<file path="config.mk">
export PLATFORM = sky130hd
export DESIGN_NAME = psd_decoder
export DESIGN_NICKNAME = d
export VERILOG_FILES = /design/src/hdl/psd_pkg.sv /design/src/hdl/psd_op_table.sv /design/src/hdl/psd_decoder.sv
export SDC_FILE = /design/constraint.sdc
export NUM_CORES = 1
export LEC_CHECK = 0
export BUFFER_PORTS_ARGS = -buffer_cell sky130_fd_sc_hd__buf_2
export CAP_MARGIN = 30
export CORE_MARGIN = 4
export CORE_UTILIZATION = 38
export CTS_CLUSTER_DIAMETER = 50
export DETAILED_ROUTE_END_ITERATION = 10
export GPL_TIMING_DRIVEN = 0
export HOLD_SLACK_MARGIN = 0.03
export PLACE_DENSITY = 0.59
export REMOVE_ABC_BUFFERS = 1
export SLEW_MARGIN = 0
export SYNTH_ARGS = -nofsm -noshare
export SYNTH_HDL_FRONTEND = slang
export SYNTH_HIERARCHICAL = 1
export SYNTH_SLANG_ARGS = --single-unit
</file>
<file path="constraint.sdc">
create_clock -name ref_clk -period 3.44 [get_ports ref_clk]
set_clock_uncertainty 0.05 [all_clocks]
set_input_delay 0.344 -clock ref_clk [delete_from_list [all_inputs] [get_ports ref_clk]]
set_output_delay 0.344 -clock ref_clk [all_outputs]
set_load 0.005 [all_outputs]
</file>
<file path="src/hdl/psd_pkg.sv">
// Purpose: Shared constants and types for the packed SIMD opcode decoder
// Assumes: Byte stream from the fetch queue, one byte per cycle when valid
// Notes:   Opcode bytes and ModR/M field positions are named here once
package psd_pkg;
	localparam logic [7:0] ESCAPE_BYTE   = 8'h0F;
	localparam logic [7:0] OP_EMPTY      = 8'h77;
	localparam logic [7:0] OP_MOVE_32BIT_IN    = 8'h6E;
	localparam logic [7:0] OP_MOVE_32BIT_OUT   = 8'h7E;
	localparam logic [7:0] OP_MOVE_64BIT_IN    = 8'h6F;
	localparam logic [7:0] OP_MOVE_64BIT_OUT   = 8'h7F;
	localparam logic [7:0] OP_PACK_SDW   = 8'h6B;
	localparam logic [7:0] OP_PACK_SWB   = 8'h63;
	localparam logic [7:0] OP_PACK_UWB   = 8'h67;
	localparam logic [7:0] OP_ADD_B      = 8'hFC;
	localparam logic [7:0] OP_ADD_W      = 8'hFD;
	localparam logic [7:0] OP_ADD_D      = 8'hFE;
	localparam logic [7:0] OP_ADDS_B     = 8'hEC;
	localparam logic [7:0] OP_ADDS_W     = 8'hED;
	localparam logic [7:0] OP_ADDUS_B    = 8'hDC;
	localparam logic [7:0] OP_ADDUS_W    = 8'hDD;
	localparam logic [7:0] OP_AND        = 8'hDB;
	localparam logic [7:0] OP_ANDN       = 8'hDF;
	localparam logic [7:0] OP_OR         = 8'hEB;
	localparam logic [7:0] OP_XOR        = 8'hEF;
	localparam logic [7:0] OP_CEQ_B      = 8'h74;
	localparam logic [7:0] OP_CEQ_W      = 8'h75;
	localparam logic [7:0] OP_CEQ_D      = 8'h76;
	localparam logic [7:0] OP_CGT_B      = 8'h64;
	localparam logic [7:0] OP_CGT_W      = 8'h65;
	localparam logic [7:0] OP_CGT_D      = 8'h66;
	localparam logic [7:0] OP_MADD       = 8'hF5;
	localparam logic [7:0] OP_MULH       = 8'hE5;
	localparam logic [7:0] OP_MULL       = 8'hD5;
	localparam logic [7:0] OP_SLL_W      = 8'hF1;
	localparam logic [7:0] OP_SLL_D      = 8'hF2;
	localparam logic [7:0] OP_SLL_Q      = 8'hF3;
	localparam logic [7:0] OP_SRA_W      = 8'hE1;
	localparam logic [7:0] OP_SRA_D      = 8'hE2;
	localparam logic [7:0] OP_SRL_W      = 8'hD1;
	localparam logic [7:0] OP_SRL_D      = 8'hD2;
	localparam logic [7:0] OP_SRL_Q      = 8'hD3;
	localparam logic [7:0] OP_IMM_W      = 8'h71;
	localparam logic [7:0] OP_IMM_D      = 8'h72;
	localparam logic [7:0] OP_IMM_Q      = 8'h73;
	localparam logic [7:0] OP_SUB_B      = 8'hF8;
	localparam logic [7:0] OP_SUB_W      = 8'hF9;
	localparam logic [7:0] OP_SUB_D      = 8'hFA;
	localparam logic [7:0] OP_SUBS_B     = 8'hE8;
	localparam logic [7:0] OP_SUBS_W     = 8'hE9;
	localparam logic [7:0] OP_SUBUS_B    = 8'hD8;
	localparam logic [7:0] OP_SUBUS_W    = 8'hD9;
	localparam logic [7:0] OP_UNPH_B     = 8'h68;
	localparam logic [7:0] OP_UNPH_W     = 8'h69;
	localparam logic [7:0] OP_UNPH_D     = 8'h6A;
	localparam logic [7:0] OP_UNPL_B     = 8'h60;
	localparam logic [7:0] OP_UNPL_W     = 8'h61;
	localparam logic [7:0] OP_UNPL_D     = 8'h62;

	// ModR/M layout and the shift selects of the immediate groups
	localparam int         MOD_HI        = 7;
	localparam int         MOD_LO        = 6;
	localparam int         REG_HI        = 5;
	localparam int         REG_LO        = 3;
	localparam int         RM_HI         = 2;
	localparam int         RM_LO         = 0;
	localparam logic [1:0] MOD_REGISTER  = 2'h3;
	localparam logic [1:0] MOD_NO_DISP   = 2'h0;
	localparam logic [1:0] MOD_DISP8     = 2'h1;
	localparam logic [2:0] RM_SIB        = 3'h4;
	localparam logic [2:0] RM_DISP32     = 3'h5;
	localparam logic [2:0] SIB_BASE_NONE = 3'h5;
	localparam logic [2:0] REG_SHL       = 3'h6;
	localparam logic [2:0] REG_SHRA      = 3'h4;
	localparam logic [2:0] REG_SHRL      = 3'h2;
	localparam logic [2:0] DISP8_LEN     = 3'h1;
	localparam logic [2:0] DISP32_LEN    = 3'h4;

	// Decoded packed operations
	typedef enum logic [5:0] {
		PO_NONE, PO_EMPTY_PACKED_STATE, PO_MOVE_32BIT_IN, PO_MOVE_32BIT_OUT,
		PO_MOVE_64BIT_IN, PO_MOVE_64BIT_OUT, PO_PACK_SIGNED_DWORD_TO_WORD,
		PO_PACK_SIGNED_WORD_TO_BYTE, PO_PACK_UNSIGNED_WORD_TO_BYTE,
		PO_ADD_WRAP_BYTE, PO_ADD_WRAP_WORD, PO_ADD_WRAP_DWORD,
		PO_ADD_SAT_SIGNED_BYTE, PO_ADD_SAT_SIGNED_WORD,
		PO_ADD_SAT_UNSIGNED_BYTE, PO_ADD_SAT_UNSIGNED_WORD,
		PO_BITWISE_AND_64, PO_BITWISE_AND_NOT_64, PO_BITWISE_OR_64, PO_BITWISE_XOR_64,
		PO_COMPARE_EQUAL_BYTE, PO_COMPARE_EQUAL_WORD, PO_COMPARE_EQUAL_DWORD,
		PO_COMPARE_GREATER_BYTE, PO_COMPARE_GREATER_WORD, PO_COMPARE_GREATER_DWORD,
		PO_MULTIPLY_ADD_WORDS, PO_MULTIPLY_HIGH_WORD, PO_MULTIPLY_LOW_WORD,
		PO_SHIFT_LEFT_WORD, PO_SHIFT_LEFT_DWORD, PO_SHIFT_LEFT_QWORD,
		PO_SHIFT_RIGHT_ARITH_WORD, PO_SHIFT_RIGHT_ARITH_DWORD,
		PO_SHIFT_RIGHT_LOGIC_WORD, PO_SHIFT_RIGHT_LOGIC_DWORD, PO_SHIFT_RIGHT_LOGIC_QWORD,
		PO_SUB_WRAP_BYTE, PO_SUB_WRAP_WORD, PO_SUB_WRAP_DWORD,
		PO_SUB_SAT_SIGNED_BYTE, PO_SUB_SAT_SIGNED_WORD,
		PO_SUB_SAT_UNSIGNED_BYTE, PO_SUB_SAT_UNSIGNED_WORD,
		PO_INTERLEAVE_HIGH_BYTES, PO_INTERLEAVE_HIGH_WORDS, PO_INTERLEAVE_HIGH_DWORDS,
		PO_INTERLEAVE_LOW_BYTES, PO_INTERLEAVE_LOW_WORDS, PO_INTERLEAVE_LOW_DWORDS
	} psd_op_t;

	// Operand form of a second byte
	typedef enum logic [1:0] {
		FM_NONE  = 2'h0,
		FM_MODRM = 2'h1,
		FM_IMM   = 2'h2
	} psd_form_t;

	// One decoded instruction handed to the packed datapath
	typedef struct packed {
		psd_op_t    op;
		logic [7:0] modrm;
		logic [7:0] sib;
		logic       sibPresent;
		logic [7:0] imm;
		logic       immPresent;
	} psd_dec_t;
endpackage : psd_pkg

</file>
<file path="src/hdl/psd_op_table.sv">
// Purpose: Registered lookup of a second opcode byte into a packed operation
// Assumes: Looked up one cycle before the result is needed
// Notes:   Unlisted bytes come out as PO_NONE with form FM_NONE
`timescale 1ns/1ps
module psd_op_table
	import psd_pkg::*;
(
	input  wire logic      ref_clk,
	input  wire logic      sys_rst,
	input  wire logic      lookEn,
	input  wire logic [7:0] opByte,
	output psd_op_t        opOut,
	output psd_form_t      formOut
);
	psd_op_t   opNxt;
	psd_form_t formNxt;

	// Second byte map
	always_comb begin
		formNxt = FM_MODRM;
		case (opByte)
			OP_EMPTY:    opNxt = PO_EMPTY_PACKED_STATE;
			OP_MOVE_32BIT_IN:  opNxt = PO_MOVE_32BIT_IN;
			OP_MOVE_32BIT_OUT: opNxt = PO_MOVE_32BIT_OUT;
			OP_MOVE_64BIT_IN:  opNxt = PO_MOVE_64BIT_IN;
			OP_MOVE_64BIT_OUT: opNxt = PO_MOVE_64BIT_OUT;
			OP_PACK_SDW: opNxt = PO_PACK_SIGNED_DWORD_TO_WORD;
			OP_PACK_SWB: opNxt = PO_PACK_SIGNED_WORD_TO_BYTE;
			OP_PACK_UWB: opNxt = PO_PACK_UNSIGNED_WORD_TO_BYTE;
			OP_ADD_B:    opNxt = PO_ADD_WRAP_BYTE;
			OP_ADD_W:    opNxt = PO_ADD_WRAP_WORD;
			OP_ADD_D:    opNxt = PO_ADD_WRAP_DWORD;
			OP_ADDS_B:   opNxt = PO_ADD_SAT_SIGNED_BYTE;
			OP_ADDS_W:   opNxt = PO_ADD_SAT_SIGNED_WORD;
			OP_ADDUS_B:  opNxt = PO_ADD_SAT_UNSIGNED_BYTE;
			OP_ADDUS_W:  opNxt = PO_ADD_SAT_UNSIGNED_WORD;
			OP_AND:      opNxt = PO_BITWISE_AND_64;
			OP_ANDN:     opNxt = PO_BITWISE_AND_NOT_64;
			OP_OR:       opNxt = PO_BITWISE_OR_64;
			OP_XOR:      opNxt = PO_BITWISE_XOR_64;
			OP_CEQ_B:    opNxt = PO_COMPARE_EQUAL_BYTE;
			OP_CEQ_W:    opNxt = PO_COMPARE_EQUAL_WORD;
			OP_CEQ_D:    opNxt = PO_COMPARE_EQUAL_DWORD;
			OP_CGT_B:    opNxt = PO_COMPARE_GREATER_BYTE;
			OP_CGT_W:    opNxt = PO_COMPARE_GREATER_WORD;
			OP_CGT_D:    opNxt = PO_COMPARE_GREATER_DWORD;
			OP_MADD:     opNxt = PO_MULTIPLY_ADD_WORDS;
			OP_MULH:     opNxt = PO_MULTIPLY_HIGH_WORD;
			OP_MULL:     opNxt = PO_MULTIPLY_LOW_WORD;
			OP_SLL_W:    opNxt = PO_SHIFT_LEFT_WORD;
			OP_SLL_D:    opNxt = PO_SHIFT_LEFT_DWORD;
			OP_SLL_Q:    opNxt = PO_SHIFT_LEFT_QWORD;
			OP_SRA_W:    opNxt = PO_SHIFT_RIGHT_ARITH_WORD;
			OP_SRA_D:    opNxt = PO_SHIFT_RIGHT_ARITH_DWORD;
			OP_SRL_W:    opNxt = PO_SHIFT_RIGHT_LOGIC_WORD;
			OP_SRL_D:    opNxt = PO_SHIFT_RIGHT_LOGIC_DWORD;
			OP_SRL_Q:    opNxt = PO_SHIFT_RIGHT_LOGIC_QWORD;
			OP_SUB_B:    opNxt = PO_SUB_WRAP_BYTE;
			OP_SUB_W:    opNxt = PO_SUB_WRAP_WORD;
			OP_SUB_D:    opNxt = PO_SUB_WRAP_DWORD;
			OP_SUBS_B:   opNxt = PO_SUB_SAT_SIGNED_BYTE;
			OP_SUBS_W:   opNxt = PO_SUB_SAT_SIGNED_WORD;
			OP_SUBUS_B:  opNxt = PO_SUB_SAT_UNSIGNED_BYTE;
			OP_SUBUS_W:  opNxt = PO_SUB_SAT_UNSIGNED_WORD;
			OP_UNPH_B:   opNxt = PO_INTERLEAVE_HIGH_BYTES;
			OP_UNPH_W:   opNxt = PO_INTERLEAVE_HIGH_WORDS;
			OP_UNPH_D:   opNxt = PO_INTERLEAVE_HIGH_DWORDS;
			OP_UNPL_B:   opNxt = PO_INTERLEAVE_LOW_BYTES;
			OP_UNPL_W:   opNxt = PO_INTERLEAVE_LOW_WORDS;
			OP_UNPL_D:   opNxt = PO_INTERLEAVE_LOW_DWORDS;
			OP_IMM_W, OP_IMM_D, OP_IMM_Q: begin
				opNxt   = PO_NONE; // Resolved from ModR/M later
				formNxt = FM_IMM;
			end
			default: begin
				opNxt   = PO_NONE;
				formNxt = FM_NONE;
			end
		endcase
	end

	// Registered read data
	always_ff @(posedge ref_clk) begin
		if (sys_rst) begin
			opOut   <= PO_NONE;
			formOut <= FM_NONE;
		end else if (lookEn) begin
			opOut   <= opNxt;
			formOut <= formNxt;
		end
	end
endmodule : psd_op_table

</file>
<file path="src/hdl/psd_decoder.sv">
// Purpose: Byte-serial decoder for the two-byte packed SIMD opcodes
// Assumes: Fetch presents one byte per cycle with byteValid, same clock
// Notes:   Output struct and strobes are registered; one result per instruction
`timescale 1ns/1ps

module psd_decoder
	import psd_pkg::*;
(
	input  wire logic       ref_clk,
	input  wire logic       sys_rst,
	input  wire logic       byteValid,
	input  wire logic [7:0] byteIn,
	output psd_dec_t        decOut_r,
	output logic            decValid_r,
	output logic            passGeneral_r,
	output logic [7:0]      passByte_r,
	output logic            illegal_r
);
	typedef enum logic [7:0] {
		ST_IDLE   = 8'b0000_0001,
		ST_OP     = 8'b0000_0010,
		ST_LOOK   = 8'b0000_0100,
		ST_MODRM  = 8'b0000_1000,
		ST_SIB    = 8'b0001_0000,
		ST_DISP   = 8'b0010_0000,
		ST_IMM    = 8'b0100_0000,
		ST_FINISH = 8'b1000_0000
	} psd_state_t;

	psd_state_t state_r;
	psd_op_t    tblOp;
	psd_form_t  tblForm;
	psd_dec_t   work_r;
	logic [7:0] opByte_r;
	logic [2:0] dispLeft_r;
	logic       isOp;
	logic       pendByte_r;
	logic [7:0] pendVal_r;

	// Immediate shift group selection from opcode and ModR/M reg field
	function automatic psd_op_t immShift(input logic [7:0] op, input logic [7:0] mrm);
		logic [2:0] sel;
		sel = mrm[REG_HI:REG_LO];
		immShift = PO_NONE;
		if (mrm[MOD_HI:MOD_LO] == MOD_REGISTER) begin
			case (op)
				OP_IMM_W: begin
					case (sel)
						REG_SHL:  immShift = PO_SHIFT_LEFT_WORD;
						REG_SHRA: immShift = PO_SHIFT_RIGHT_ARITH_WORD;
						REG_SHRL: immShift = PO_SHIFT_RIGHT_LOGIC_WORD;
						default:  immShift = PO_NONE;
					endcase
				end
				OP_IMM_D: begin
					case (sel)
						REG_SHL:  immShift = PO_SHIFT_LEFT_DWORD;
						REG_SHRA: immShift = PO_SHIFT_RIGHT_ARITH_DWORD;
						REG_SHRL: immShift = PO_SHIFT_RIGHT_LOGIC_DWORD;
						default:  immShift = PO_NONE;
					endcase
				end
				OP_IMM_Q: begin
					case (sel)
						REG_SHL:  immShift = PO_SHIFT_LEFT_QWORD;
						REG_SHRL: immShift = PO_SHIFT_RIGHT_LOGIC_QWORD;
						default:  immShift = PO_NONE;
					endcase
				end
				default: immShift = PO_NONE;
			endcase
		end
	endfunction : immShift

	// Displacement bytes that follow ModR/M (and SIB) in 32-bit addressing
	function automatic logic [2:0] dispLen(input logic [7:0] mrm, input logic [2:0] base);
		dispLen = 3'h0;
		case (mrm[MOD_HI:MOD_LO])
			MOD_NO_DISP: begin
				if (mrm[RM_HI:RM_LO] == RM_DISP32 || base == SIB_BASE_NONE)
					dispLen = DISP32_LEN;
			end
			MOD_DISP8:    dispLen = DISP8_LEN;
			MOD_REGISTER: dispLen = 3'h0;
			default:      dispLen = DISP32_LEN;
		endcase
	endfunction : dispLen

	assign isOp = byteValid && (state_r == ST_OP);

	psd_op_table u_table (
		.ref_clk (ref_clk),
		.sys_rst (sys_rst),
		.lookEn  (isOp),
		.opByte  (byteIn),
		.opOut   (tblOp),
		.formOut (tblForm)
	);

	// Sequencer over the instruction bytes
	always_ff @(posedge ref_clk) begin
		if (sys_rst) begin
			state_r    <= ST_IDLE;
			opByte_r   <= 8'h00;
			dispLeft_r <= 3'h0;
			work_r     <= '0;
			pendByte_r <= 1'b0;
			pendVal_r  <= 8'h00;
		end else begin
			case (state_r)
				ST_IDLE: begin
					if (byteValid && byteIn == ESCAPE_BYTE)
						state_r <= ST_OP;
				end
				ST_OP: begin
					if (byteValid) begin
						opByte_r <= byteIn;
						state_r  <= ST_LOOK;
					end
				end
				ST_LOOK: begin
					// Table answer arrives; a byte arriving meanwhile is held
					pendByte_r <= byteValid && (tblForm != FM_NONE); // Unlisted op keeps nothing queued
					pendVal_r  <= byteIn;
					work_r     <= '0;
					work_r.op  <= tblOp;
					if (tblForm == FM_NONE)
						state_r <= ST_IDLE;
					else
						state_r <= ST_MODRM;
				end
				ST_MODRM: begin
					if (pendByte_r || byteValid) begin
						work_r.modrm <= pendByte_r ? pendVal_r : byteIn;
						if (byteValid && pendByte_r) begin
							pendVal_r <= byteIn;
						end else begin
							pendByte_r <= 1'b0;
						end
						if (tblForm == FM_IMM) begin
							work_r.op <= immShift(opByte_r, pendByte_r ? pendVal_r : byteIn);
							state_r   <= ST_IMM;
						end else if ((pendByte_r ? pendVal_r[MOD_HI:MOD_LO] : byteIn[MOD_HI:MOD_LO]) != MOD_REGISTER
							&& (pendByte_r ? pendVal_r[RM_HI:RM_LO] : byteIn[RM_HI:RM_LO]) == RM_SIB) begin
							state_r <= ST_SIB;
						end else begin
							dispLeft_r <= dispLen(pendByte_r ? pendVal_r : byteIn, 3'h0);
							state_r    <= (dispLen(pendByte_r ? pendVal_r : byteIn, 3'h0) == 3'h0) ? ST_FINISH : ST_DISP;
						end
					end
				end
				ST_SIB: begin
					if (pendByte_r || byteValid) begin
						work_r.sib        <= pendByte_r ? pendVal_r : byteIn;
						work_r.sibPresent <= 1'b1;
						pendByte_r        <= pendByte_r && byteValid; // Byte behind the buffer stays queued
						pendVal_r         <= byteIn;
						dispLeft_r        <= dispLen(work_r.modrm, pendByte_r ? pendVal_r[RM_HI:RM_LO] : byteIn[RM_HI:RM_LO]);
						state_r           <= (dispLen(work_r.modrm, pendByte_r ? pendVal_r[RM_HI:RM_LO]
							: byteIn[RM_HI:RM_LO]) == 3'h0) ? ST_FINISH : ST_DISP;
					end
				end
				ST_DISP: begin
					// Displacement bytes are consumed, the datapath takes them from fetch
					if (pendByte_r || byteValid) begin
						pendByte_r <= pendByte_r && byteValid;
						pendVal_r  <= byteIn;
						dispLeft_r <= dispLeft_r - 3'h1;
						if (dispLeft_r == 3'h1)
							state_r <= ST_FINISH;
					end
				end
				ST_IMM: begin
					if (pendByte_r || byteValid) begin
						work_r.imm        <= pendByte_r ? pendVal_r : byteIn;
						work_r.immPresent <= 1'b1;
						pendByte_r        <= pendByte_r && byteValid;
						pendVal_r         <= byteIn;
						state_r           <= ST_FINISH;
					end
				end
				ST_FINISH: begin
					// A queued byte is looked at first so nothing stale reaches the next instruction
					pendByte_r <= 1'b0;
					if (pendByte_r ? (pendVal_r == ESCAPE_BYTE) : (byteValid && byteIn == ESCAPE_BYTE))
						state_r <= ST_OP;
					else
						state_r <= ST_IDLE;
				end
				default: state_r <= ST_IDLE;
			endcase
		end
	end

	// Result strobes towards the packed datapath
	always_ff @(posedge ref_clk) begin
		if (sys_rst) begin
			decOut_r   <= '0;
			decValid_r <= 1'b0;
			illegal_r  <= 1'b0;
		end else begin
			decValid_r <= 1'b0;
			illegal_r  <= 1'b0;
			if (state_r == ST_FINISH) begin
				decOut_r   <= work_r;
				decValid_r <= (work_r.op != PO_NONE);
				illegal_r  <= (work_r.op == PO_NONE); // Immediate form with non-register mod or bad shift select
			end
		end
	end

	// Unlisted escape opcodes handed to the general decoder
	always_ff @(posedge ref_clk) begin
		if (sys_rst) begin
			passGeneral_r <= 1'b0;
			passByte_r    <= 8'h00;
		end else begin
			passGeneral_r <= (state_r == ST_LOOK) && (tblForm == FM_NONE);
			// Byte only moves together with its pass strobe
			passByte_r    <= (state_r == ST_LOOK && tblForm == FM_NONE) ? opByte_r : passByte_r;
		end
	end
endmodule : psd_decoder

</file>
# == Yosys cells after proc, flatten, opt, wreduce, memory -nomap -nowiden ==
# Index checks and enable logic that the tools add are counted.
# word_totals
ff_bits,111
inputBits,11
out_inout_bits,43
word_cells,205
# classes
add_sub_neg,1
eq_ne,92
mux,53
bitwise_logic,1
n_reduce_logical,35
# ops
cell,count
6-bit case mux with 49 select lines,1
8-bit equality test (second input constant),30
8-bit by 7-bit equality test with 1-bit output (second input constant),27
8-bit 2-to-1 mux,15
8-bit case mux with 8 select lines,1
6-bit case mux with 3 select lines,3
49-bit OR reduction,1
3-bit 2-to-1 mux,12
9-bit case mux with 2 select lines,2
14-bit case mux with 2 select lines,1
3-bit case mux with 3 select lines,3
2-bit inequality test (second input constant),13
8-bit by 4-bit equality test with 1-bit output (second input constant),3
8-bit case mux with 3 select lines,1
3-bit equality test (second input constant),6
14-bit 2-to-1 mux,1
6-bit 2-to-1 mux,2
6-bit case mux with 2 select lines,1
9-bit 2-to-1 mux,1
8-bit by 1-bit equality test with 1-bit output (second input constant),1
8-bit by 2-bit equality test with 1-bit output (second input constant),1
8-bit by 3-bit equality test with 1-bit output (second input constant),1
8-bit by 5-bit equality test with 1-bit output (second input constant),1
8-bit by 6-bit equality test with 1-bit output (second input constant),1
28 further kinds,53

# == Longest topological paths before layout ==
# Gate-level depths: netlist of the first run.
# logic_depth
depth_word,15
depth_mapped,10
ltp_nobuf,8

# == Modules after synthesis ==
# The synthesis of the first run kept the hierarchy.
# by_module_without_submodules
mod,instances,cells_each,area_each_um2,seq_area_each_um2
psd_decoder,1,545,4511.8,2062.0
psd_op_table,1,157,1116.1,160.2

# == Least setup slack after synthesis of the first run ==
# OpenSTA, ideal clock, no wires.
# synth_timing
path_type,register to register
startpoint,reg state_r[2]
endpoint,reg u_table.opOut[2]
setup_ps,125
arrival_ps,2295
required_ps,3265
setup_slack_ps,970
path_stages_with_launch,10
path_buffers,1
synth_period_minus_slack_ps,2470
path_cell_list,dfxtp_1 buf_2 nor4_1 nand4b_1 inv_1 nand2_1 inv_1 o31a_1 nand2_1 o41a_1
# synth_between
elab_chain_len,2
# synth_rtl
item,line,text
"start, declared",psd_decoder.sv:30,psd_state_t state_r;
"start signal, assigned",psd_decoder.sv:148,"state_r <= (dispLen(pendByte_r ? pendVal_r : byteIn, 3'h0) == 3'h0) ? ST_FINISH : ST_DISP;"
"start signal, assigned",psd_decoder.sv:159,"state_r <= (dispLen(work_r.modrm, pendByte_r ? pendVal_r[RM_HI:RM_LO]"
8-bit by 2-bit equality test with 1-bit output,psd_decoder.sv:89,assign isOp = byteValid && (state_r == ST_OP);
1-bit logical AND,psd_decoder.sv:89,
via isOp,psd_decoder.sv:36,logic isOp;
"end signal, assigned",psd_op_table.sv:88,opOut <= opNxt;
"end, declared",psd_op_table.sv:12,"output psd_op_t opOut,"
# The timed path passes the listed nets, and every way through them passes these cells.
# A chain may end at the register's enable or synchronous reset.

# == Final worst setup path of the first run ==
# Ends and elaborated chain as after synthesis.

==> results of run 1 <==
-- flip-flops by register name (all words and copies together) (netlist names), 2 cells and up --
name / flops
opByte_r: 8
dispLeft_r: 3
work_r: 32
decOut_r: 32
state_r: 8
passByte_r: 8
u_table/opOut: 6
pendVal_r: 8
u_table/formOut: 2
-- how the worst min path moves through the flow --
stage	startpoint	end	slack (ns)	depth (start not counted)
global placement	decOut_r[22]$_SDFFE_PP0P_	decOut_r[22]$_SDFFE_PP0P_	0.39	2
global route	sys_rst	pendVal_r[4]$_SDFFE_PP0P_	0.39	2
CTS	sys_rst	pendVal_r[7]$_SDFFE_PP0P_	0.36	2
detailed placement	decOut_r[18]$_SDFFE_PP0P_	decOut_r[18]$_SDFFE_PP0P_	0.39	2
finish	sys_rst	opByte_r[1]$_SDFFE_PP0P_	0.38	2
floorplan	sys_rst	decOut_r[0]$_SDFFE_PP0P_	0.36	1
-- where the power goes --
| group | total (mW) | switching [mW] | internal, mW |
|---|---|---|---|
| sequential | 1.29 | 0.00528 | 1.29 |
| combinational | 0.190 | 0.129 | 0.0603 |
| clock | 1.10 | 0.448 | 0.655 |
| total | 2.59 | 0.583 | 2.00 |
-- worst register-to-register path, stage by stage, from the launching register on --
cell and delay [ns]:
dfxtp_1 0.41, nor4_1 0.77, nand4b_1 0.27, inv_1 0.12
nand2_1 0.29, inv_1 0.45, o31a_1 0.23, nand2_1 0.06
o41a_1 0.37
-- layout by cell type, fill, tap and decap left out, types with 3 or more instances in the layout --
cell / synthesis / routed
nor3b_1: 6 / 6
o21bai_1: 6 / 6
nor4_1: 5 / 5
clkbuf_16: 0 / 9
nand3_1: 17 / 17
nand4_1: 8 / 8
a21oi_1: 69 / 69
o311ai_1: 3 / 3
o21ai_0: 12 / 12
nand2_1: 107 / 107
and2b_1: 3 / 3
a31oi_1: 16 / 16
a211oi_1: 6 / 6
a311oi_1: 6 / 6
nand4b_1: 3 / 3
buf_2: 12 / 52
mux2_2: 3 / 3
nor2_1: 102 / 102
and3b_1: 4 / 4
dfxtp_1: 111 / 111
and3_1: 3 / 3
mux2i_1: 26 / 26
inv_1: 13 / 13
o211ai_1: 3 / 3
nand2b_1: 12 / 12
xor2_1: 5 / 5
xnor2_1: 4 / 4
nor3_1: 24 / 24
nor2b_1: 11 / 11
nor4b_1: 3 / 3
a32oi_1: 3 / 3
a221oi_1: 3 / 3
a22oi_1: 6 / 6
-- per-stage QoR --
stage / util [%] / cell area (um2) / setup WS, ns / hold WS, ns
global route: 42.80 / 6221 / 0.01779 / 0.3889
finish: 42.80 / 6221 / 0.3030 / 0.3757
CTS: 42.80 / 6221 / 0.3092 / 0.3643
detailed placement: 40.64 / 5907 / 0.3196 / 0.3920
global placement: 40.18 / 5839 / 0.3556 / 0.3870
floorplan: - / 5344 / 0.8677 / 0.3631
-- layer usage --
metal | up-vias | track usage [%]
met5 | - | 0
met3 | 20 | 3.193
met4 | 0 | 4.218
met1 | 2406 | 24.27
met2 | 127 | 27.78
li1 | 2524 | -
-- area by class of cell --
cell class	instances	share of cell area [%]
Multi-Input combinational cell	530	49.40
Sequential cell	111	35.72
Timing Repair Buffer	57	5.350
Clock buffer	12	3.962
Tap cell	184	3.701
Clock inverter	3	1.086
Inverter	13	0.7844
-- cells by family (layout without fill, tap and decap cells) --
family                     Yosys count  in the layout  share of synthesized area, %
adders and majority gates            2              2                        0.4446
AOI/OAI and AO/OA                  160            160                         18.79
xor gates and xnor gates             9              9                         1.401
DFF                                111            111                         39.48
buffers and inverters               61             85                         5.914
and+or+nand+nor                    330            330                         28.75
muxes                               29             29                         5.225
==> results.yml, run 1 <==
power_and_ir_drop:
  power_mw: 2.586
  leakage_nw: 2.336
  vdd_drop_max_uv: 240.3
  power.density_mw_per_mm2: 415.6
worst_setup_path:
  reg2reg_slack_ns: 0.30
  cp-end-kind: "register"
  worstPathMaxFanout: 13
  worstSetupPathDepth: 8
  worstSetupPathType: "reg2reg"
  critPathTopFamily: "simple AND/OR/NAND/NOR gates"
  critical_path.slowest_cell: "nor4_1"
  path_buf_inv: 2
  endpoint: "u_table/opOut[2]$_SDFFE_PP0P_"
  critPathMaxStageDelay_ns: 0.77
  r2r_end: "u_table/opOut[2]$_SDFFE_PP0P_"
  crit_chain: "nor4_1 -> nand4b_1 -> inv_1 -> nand2_1 -> inv_1 -> o31a_1 -> nand2_1 -> o41a_1"
  timing.rr.start: "state_r[2]$_SDFFE_PP0P_"
  cp-startpoint: "state_r[2]$_SDFFE_PP0P_"
  start_kind: "register"
  critPathArrivalTime_ns: 3.31
  worst_r2r_path_depth: 8
  required_ns: 3.62
logic_synthesis:
  synthTopCellsByArea: "dfxtp_1 39%, nand2_1 7.1%, nor2_1 6.8%"
  synth_top_area_share_pct: 39.48
  avgSynthCellArea_um2: 8.017
  yosysWarnings: 6
  synthesis.area_mm2: 0.005628
  synth-edff-count: 0
  synth_most_common_cell: "dfxtp_1"
  ys_types: 78
  synth_top_area_cell: "dfxtp_1"
  ys_ff_latch: 111
  synthTopCellsByCount: "111 x dfxtp_1, 107 x nand2_1, 102 x nor2_1"
  ys_seq_area_share_pct: 39.48
  synthArstFlopShare_pct: 0
  ys.flop_type: "dfxtp_1"
  syn-instance-count: 702
die:
  die-area_mm2: 0.01682
  initial_core_util_pct: 38.72
  die_x_um: 129.7
  num_rows: 44
  core_mm2: 0.01453
  die_h_um: 129.7
  pin_count: 54
finish:
  final_nets: 735
  area_growth_pct: 10.54
  drive_gt1_share_pct: 12.67
  seqCellArea_mm2: 0.002222
  multi_input_area_mm2: 0.003073
  fillCellCount: 1508
  stdcell_count: 910
  antenna_cells: 0
sta:
  rsz0062_at_grt: "false"
  tns_ns: 0
  worst_pin_slew_ns: 0.9838
  hold_viol: 0
  slew_headroom_pct: 34.14
  period_share_pct: 91.19
  setup_violations: 0
  finalMaxSlewViolations: 0
  clock.fmax_mhz: 318.8
  period_minus_slack_ns: 3.137
route:
  via_count: 5077
  via_per_inst: 5.579
  wl_per_cell_um: 15.94
  drt-met1-wl_mm: 7.048
  highest_layer: "met4"
  wl_met3_um: 664
  routed_wl_mm: 14.50
  met2_length_mm: 6.600
  drtIter0Drc: 402
  drc: 0
  drtPass1Iterations: 6
  antenna_left: 0
place:
  dp_hpwl_mm: 10.03
  gp_congestion: 0.8364
  dp_cells: 895
  port-buffer-count: 53
run:
  cap_violations: 0
clock_network:
  cts_sinks: 111
  cts_buffers: 9
  cts_setup_buffers: 0
  path_clk_slew_ns: 0.07
  cts_tree: "built"
  clk_latency_ns: 0.34
  cts-hold-fix-buffers: 0
  cts_max_level: 3
  root_buffer: "clkbuf_16"
  cts_resized: 0
  cts_buffer_depth: 2
hold_path:
  hold_class: "in2reg"
global_routing:
  grt_max_degree: 74
  grt_antenna_before_repair: 0
  grt_pass1_wl_mm: 23.77
  grt_pass1_vias: 4717
  grt_use_total_pct: 17.33
  grt-ovfl-total: 0
outcome:
  outcome: "completed"
Power figures use the tool's default switching activity.
==> inputs of run 2 (changes only) <==
--- a/config.mk
+++ b/config.mk
@@ -5,6 +5,7 @@
 export SDC_FILE = /design/constraint.sdc
 export NUM_CORES = 1
 export LEC_CHECK = 0
+export ABC_AREA = 1
 export BUFFER_PORTS_ARGS = -buffer_cell sky130_fd_sc_hd__buf_2
 export CAP_MARGIN = 30
 export CORE_MARGIN = 4
@@ -15,7 +16,7 @@
 export HOLD_SLACK_MARGIN = 0.03
 export PLACE_DENSITY = 0.59
 export REMOVE_ABC_BUFFERS = 1
-export SLEW_MARGIN = 0
+export SLEW_MARGIN = 25
 export SYNTH_ARGS = -nofsm -noshare
 export SYNTH_HDL_FRONTEND = slang
 export SYNTH_HIERARCHICAL = 1
==> run 2 against run 1 <==
Sequential share of layout area is 1.3 points lower; final area is 3.8% higher; maximum frequency is 37% higher; critical path depth is 2 lower; count of clock-buffer cells in the layout is 2 lower; routed wire length is 6.8% higher; synthesized cell count is 26% higher; global-route usage is 0.91 points higher; combinational power is 3% lower; largest cell class unchanged.
==> results.yml, run 2 <==
worst_setup_path:
  critPathArrivalTime_ns: 2.49
  worstPathMaxFanout: 18
  worst_r2r_path_depth: 6
  cp-end-kind: "register"
  critPathMaxStageDelay_ns: 0.69
  path_common_cell: "inv_1"
  reg2reg_slack_ns: 1.15
  crit_chain: "nor2_4 -> inv_1 -> a21oi_1 -> inv_1 -> o21ai_0 -> nor2_1"
  start_kind: "register"
  r2r_end: "work_r[23]$_SDFFE_PP0P_"
  timing.rr.start: "pendByte_r$_SDFFE_PP0P_"
  required_ns: 3.64
  critical_path.slowest_cell: "a21oi_1"
  worstSetupPathType: "reg2reg"
clock_network:
  cts_max_level: 3
  root_buffer: "clkbuf_16"
  cts_buffers: 9
  cts_resized: 0
  cts_sinks: 111
  cts_setup_buffers: 0
  cts_tree: "built"
  cts_buffer_depth: 2
  cts-hold-fix-buffers: 0
  clk_latency_ns: 0.36
  path_clk_slew_ns: 0.08
finish:
  area_growth_pct: 12.02
  final_core_util_pct: 43.95
  antenna_cells: 0
  fin_area_mm2: 0.006460
  final_common_cell: "nand2_1"
  drive_gt1_share_pct: 15.97
  mostFrequentLayoutCells: "216 x nand2_1, 162 x nor2_1, 111 x dfxtp_1"
  final_nets: 935
  biggestRegsByFlops: "decOut_r (32), work_r (32)"
sta:
  hold_viol: 0
  rsz0062_at_grt: "false"
  period_share_pct: 66.60
  finalMaxSlewViolations: 0
  setup_violations: 0
  worst_pin_slew_ns: 0.8693
  clock.fmax_mhz: 436.5
  tns_ns: 0
  slew_headroom_pct: 41.43
  holdWs_ns: 0.3086
  period_minus_slack_ns: 2.291
  setup_slack_ns: 1.149
die:
  die-area_mm2: 0.01721
  initial_core_util_pct: 39.23
  core_mm2: 0.01470
  num_rows: 44
  pin_count: 54
  die_x_um: 131.2
  die_h_um: 131.2
power_and_ir_drop:
  switching_share_pct: 25.90
  leakage_nw: 2.980
  p_comb_share_pct: 7.4
  power_switching_mw: 0.6491
  power.density_mw_per_mm2: 388.0
  clkPwrFrac_pct: 41.1
  intPower_mw: 1.857
  vdd_drop_max_uv: 249.9
  pwr-share-seq_pct: 51.5
place:
  port-buffer-count: 53
  dp_worst_setup_slack_ns: 1.061
  dp_hpwl_mm: 11.30
  gp_congestion: 0.9270
  placedInstanceArea_mm2: 0.006158
run:
  cap_violations: 0
global_routing:
  grt_max_degree: 41
  grt_use_total_pct: 18.23
  grt-ovfl-total: 0
  grt_pass1_vias: 5098
  grt_pass1_wl_mm: 26.06
  grt_antenna_before_repair: 0
hold_path:
  whs_path_depth: 3
  hold_class: "in2reg"
  hold_start: "byteIn[4]"
  holdPathEnd: "opByte_r[4]$_SDFFE_PP0P_"
logic_synthesis:
  synth_top_area_share_pct: 38.53
  syn-instance-count: 882
  synth-edff-count: 0
  yosysWarnings: 6
  avgSynthCellArea_um2: 6.538
  synth_most_common_cell: "nand2_1"
  synthTopCellsByCount: "216 x nand2_1, 162 x nor2_1, 111 x dfxtp_1"
  ys_types: 42
  synth_top_area_cell: "dfxtp_1"
  synthArstFlopShare_pct: 0
  synthTopCellsByArea: "dfxtp_1 39%, nand2_1 14%, nor2_1 11%"
  ys_ff_latch: 111
  ys_seq_area_share_pct: 38.53
  ys.flop_type: "dfxtp_1"
  synthesis.area_mm2: 0.005767
route:
  via_per_inst: 4.972
  routed_wl_mm: 15.50
  antenna_left: 0
  drtPass1Iterations: 5
  wl_per_cell_um: 13.95
  drc: 0
  via_count: 5524
  drtIter0Drc: 309
outcome:
  outcome: "completed"
[run 2: cell count changes after synthesis, sizes merged, moves of 15 or more]
cell   previous run  this run
nor2            102       195
o21ai            13        81
a31oi            16         1
nor3             24         6
inv              13        81
nand3            18        52
nand2           107       231
mux2i            26         0
[run 2: metrics by stage]
stage / cells / power [mW]
detailed placement: 1094 / 1.505
global placement: 1092 / 1.505
finish: 1111 / 2.506
floorplan: 855 / 1.440
global route: 1111 / 2.616
CTS: 1110 / 2.529
[run 2: worst max path at each step]
stage	startpoint	endpoint	slack, ns	cells after the start
CTS	state_r[3]$_SDFFE_PP0P_	state_r[1]$_SDFFE_PP0P_	1.06	10
finish	pendByte_r$_SDFFE_PP0P_	work_r[23]$_SDFFE_PP0P_	1.15	6
global route	pendByte_r$_SDFFE_PP0P_	dispLeft_r[1]$_SDFFE_PP0P_	0.82	9
global placement	sys_rst	illegal_r$_SDFF_PP0_	-0.14	3
detailed placement	sys_rst	opByte_r[0]$_SDFFE_PP0P_	1.06	5
floorplan	state_r[3]$_SDFFE_PP0P_	state_r[1]$_SDFFE_PP0P_	1.35	9
[run 2: area by class of cell]
cell class | count | area, um2
fillers | 1615 | 8239
clock inverters | 6 | 51.30
well taps | 184 | 230.2
inverters | 82 | 311.5
clock buffers | 10 | 239.0
multi-input cells | 662 | 3094
repair buffers | 56 | 311.5
flip-flops and latches | 111 | 2222
[run 2: worst max-delay path: cells and delay by family, from the launching register on]
kind            cells  cell delay (ns)
flops               1             0.54
buf+inv             2             0.32
compound gates      2             0.93
simple gates        2             0.34
[run 2: metal layers]
metal / vias up / part of all wire [%] / global-route usage (%)
li1: 2903 / - / -
met1: 2469 / 48 / 25.46
met2: 129 / 46 / 28.69
met3: 23 / 4.9 / 3.211
met4: 0 / 2.0 / 6.009
met5: - / 0 / 0
[run 2: cells by family after synthesis]
logic type	synth area share, %
buffers and inverters	7.810
DFF	38.53
xor gates and xnor gates	0.1519
and+or+nand+nor	38.47
AOI/OAI and AO/OA	14.60
adders and majority gates	0.4339
[run 2: power groups by stage]
stage               Combinational [mW]  Clock, mW  Sequential [mW]
floorplan                        0.119          0             1.32
global placement                 0.183          0             1.32
detailed placement               0.183          0             1.32
CTS                              0.183       1.05             1.29
global route                     0.209       1.12             1.29
finish                           0.184       1.03             1.29
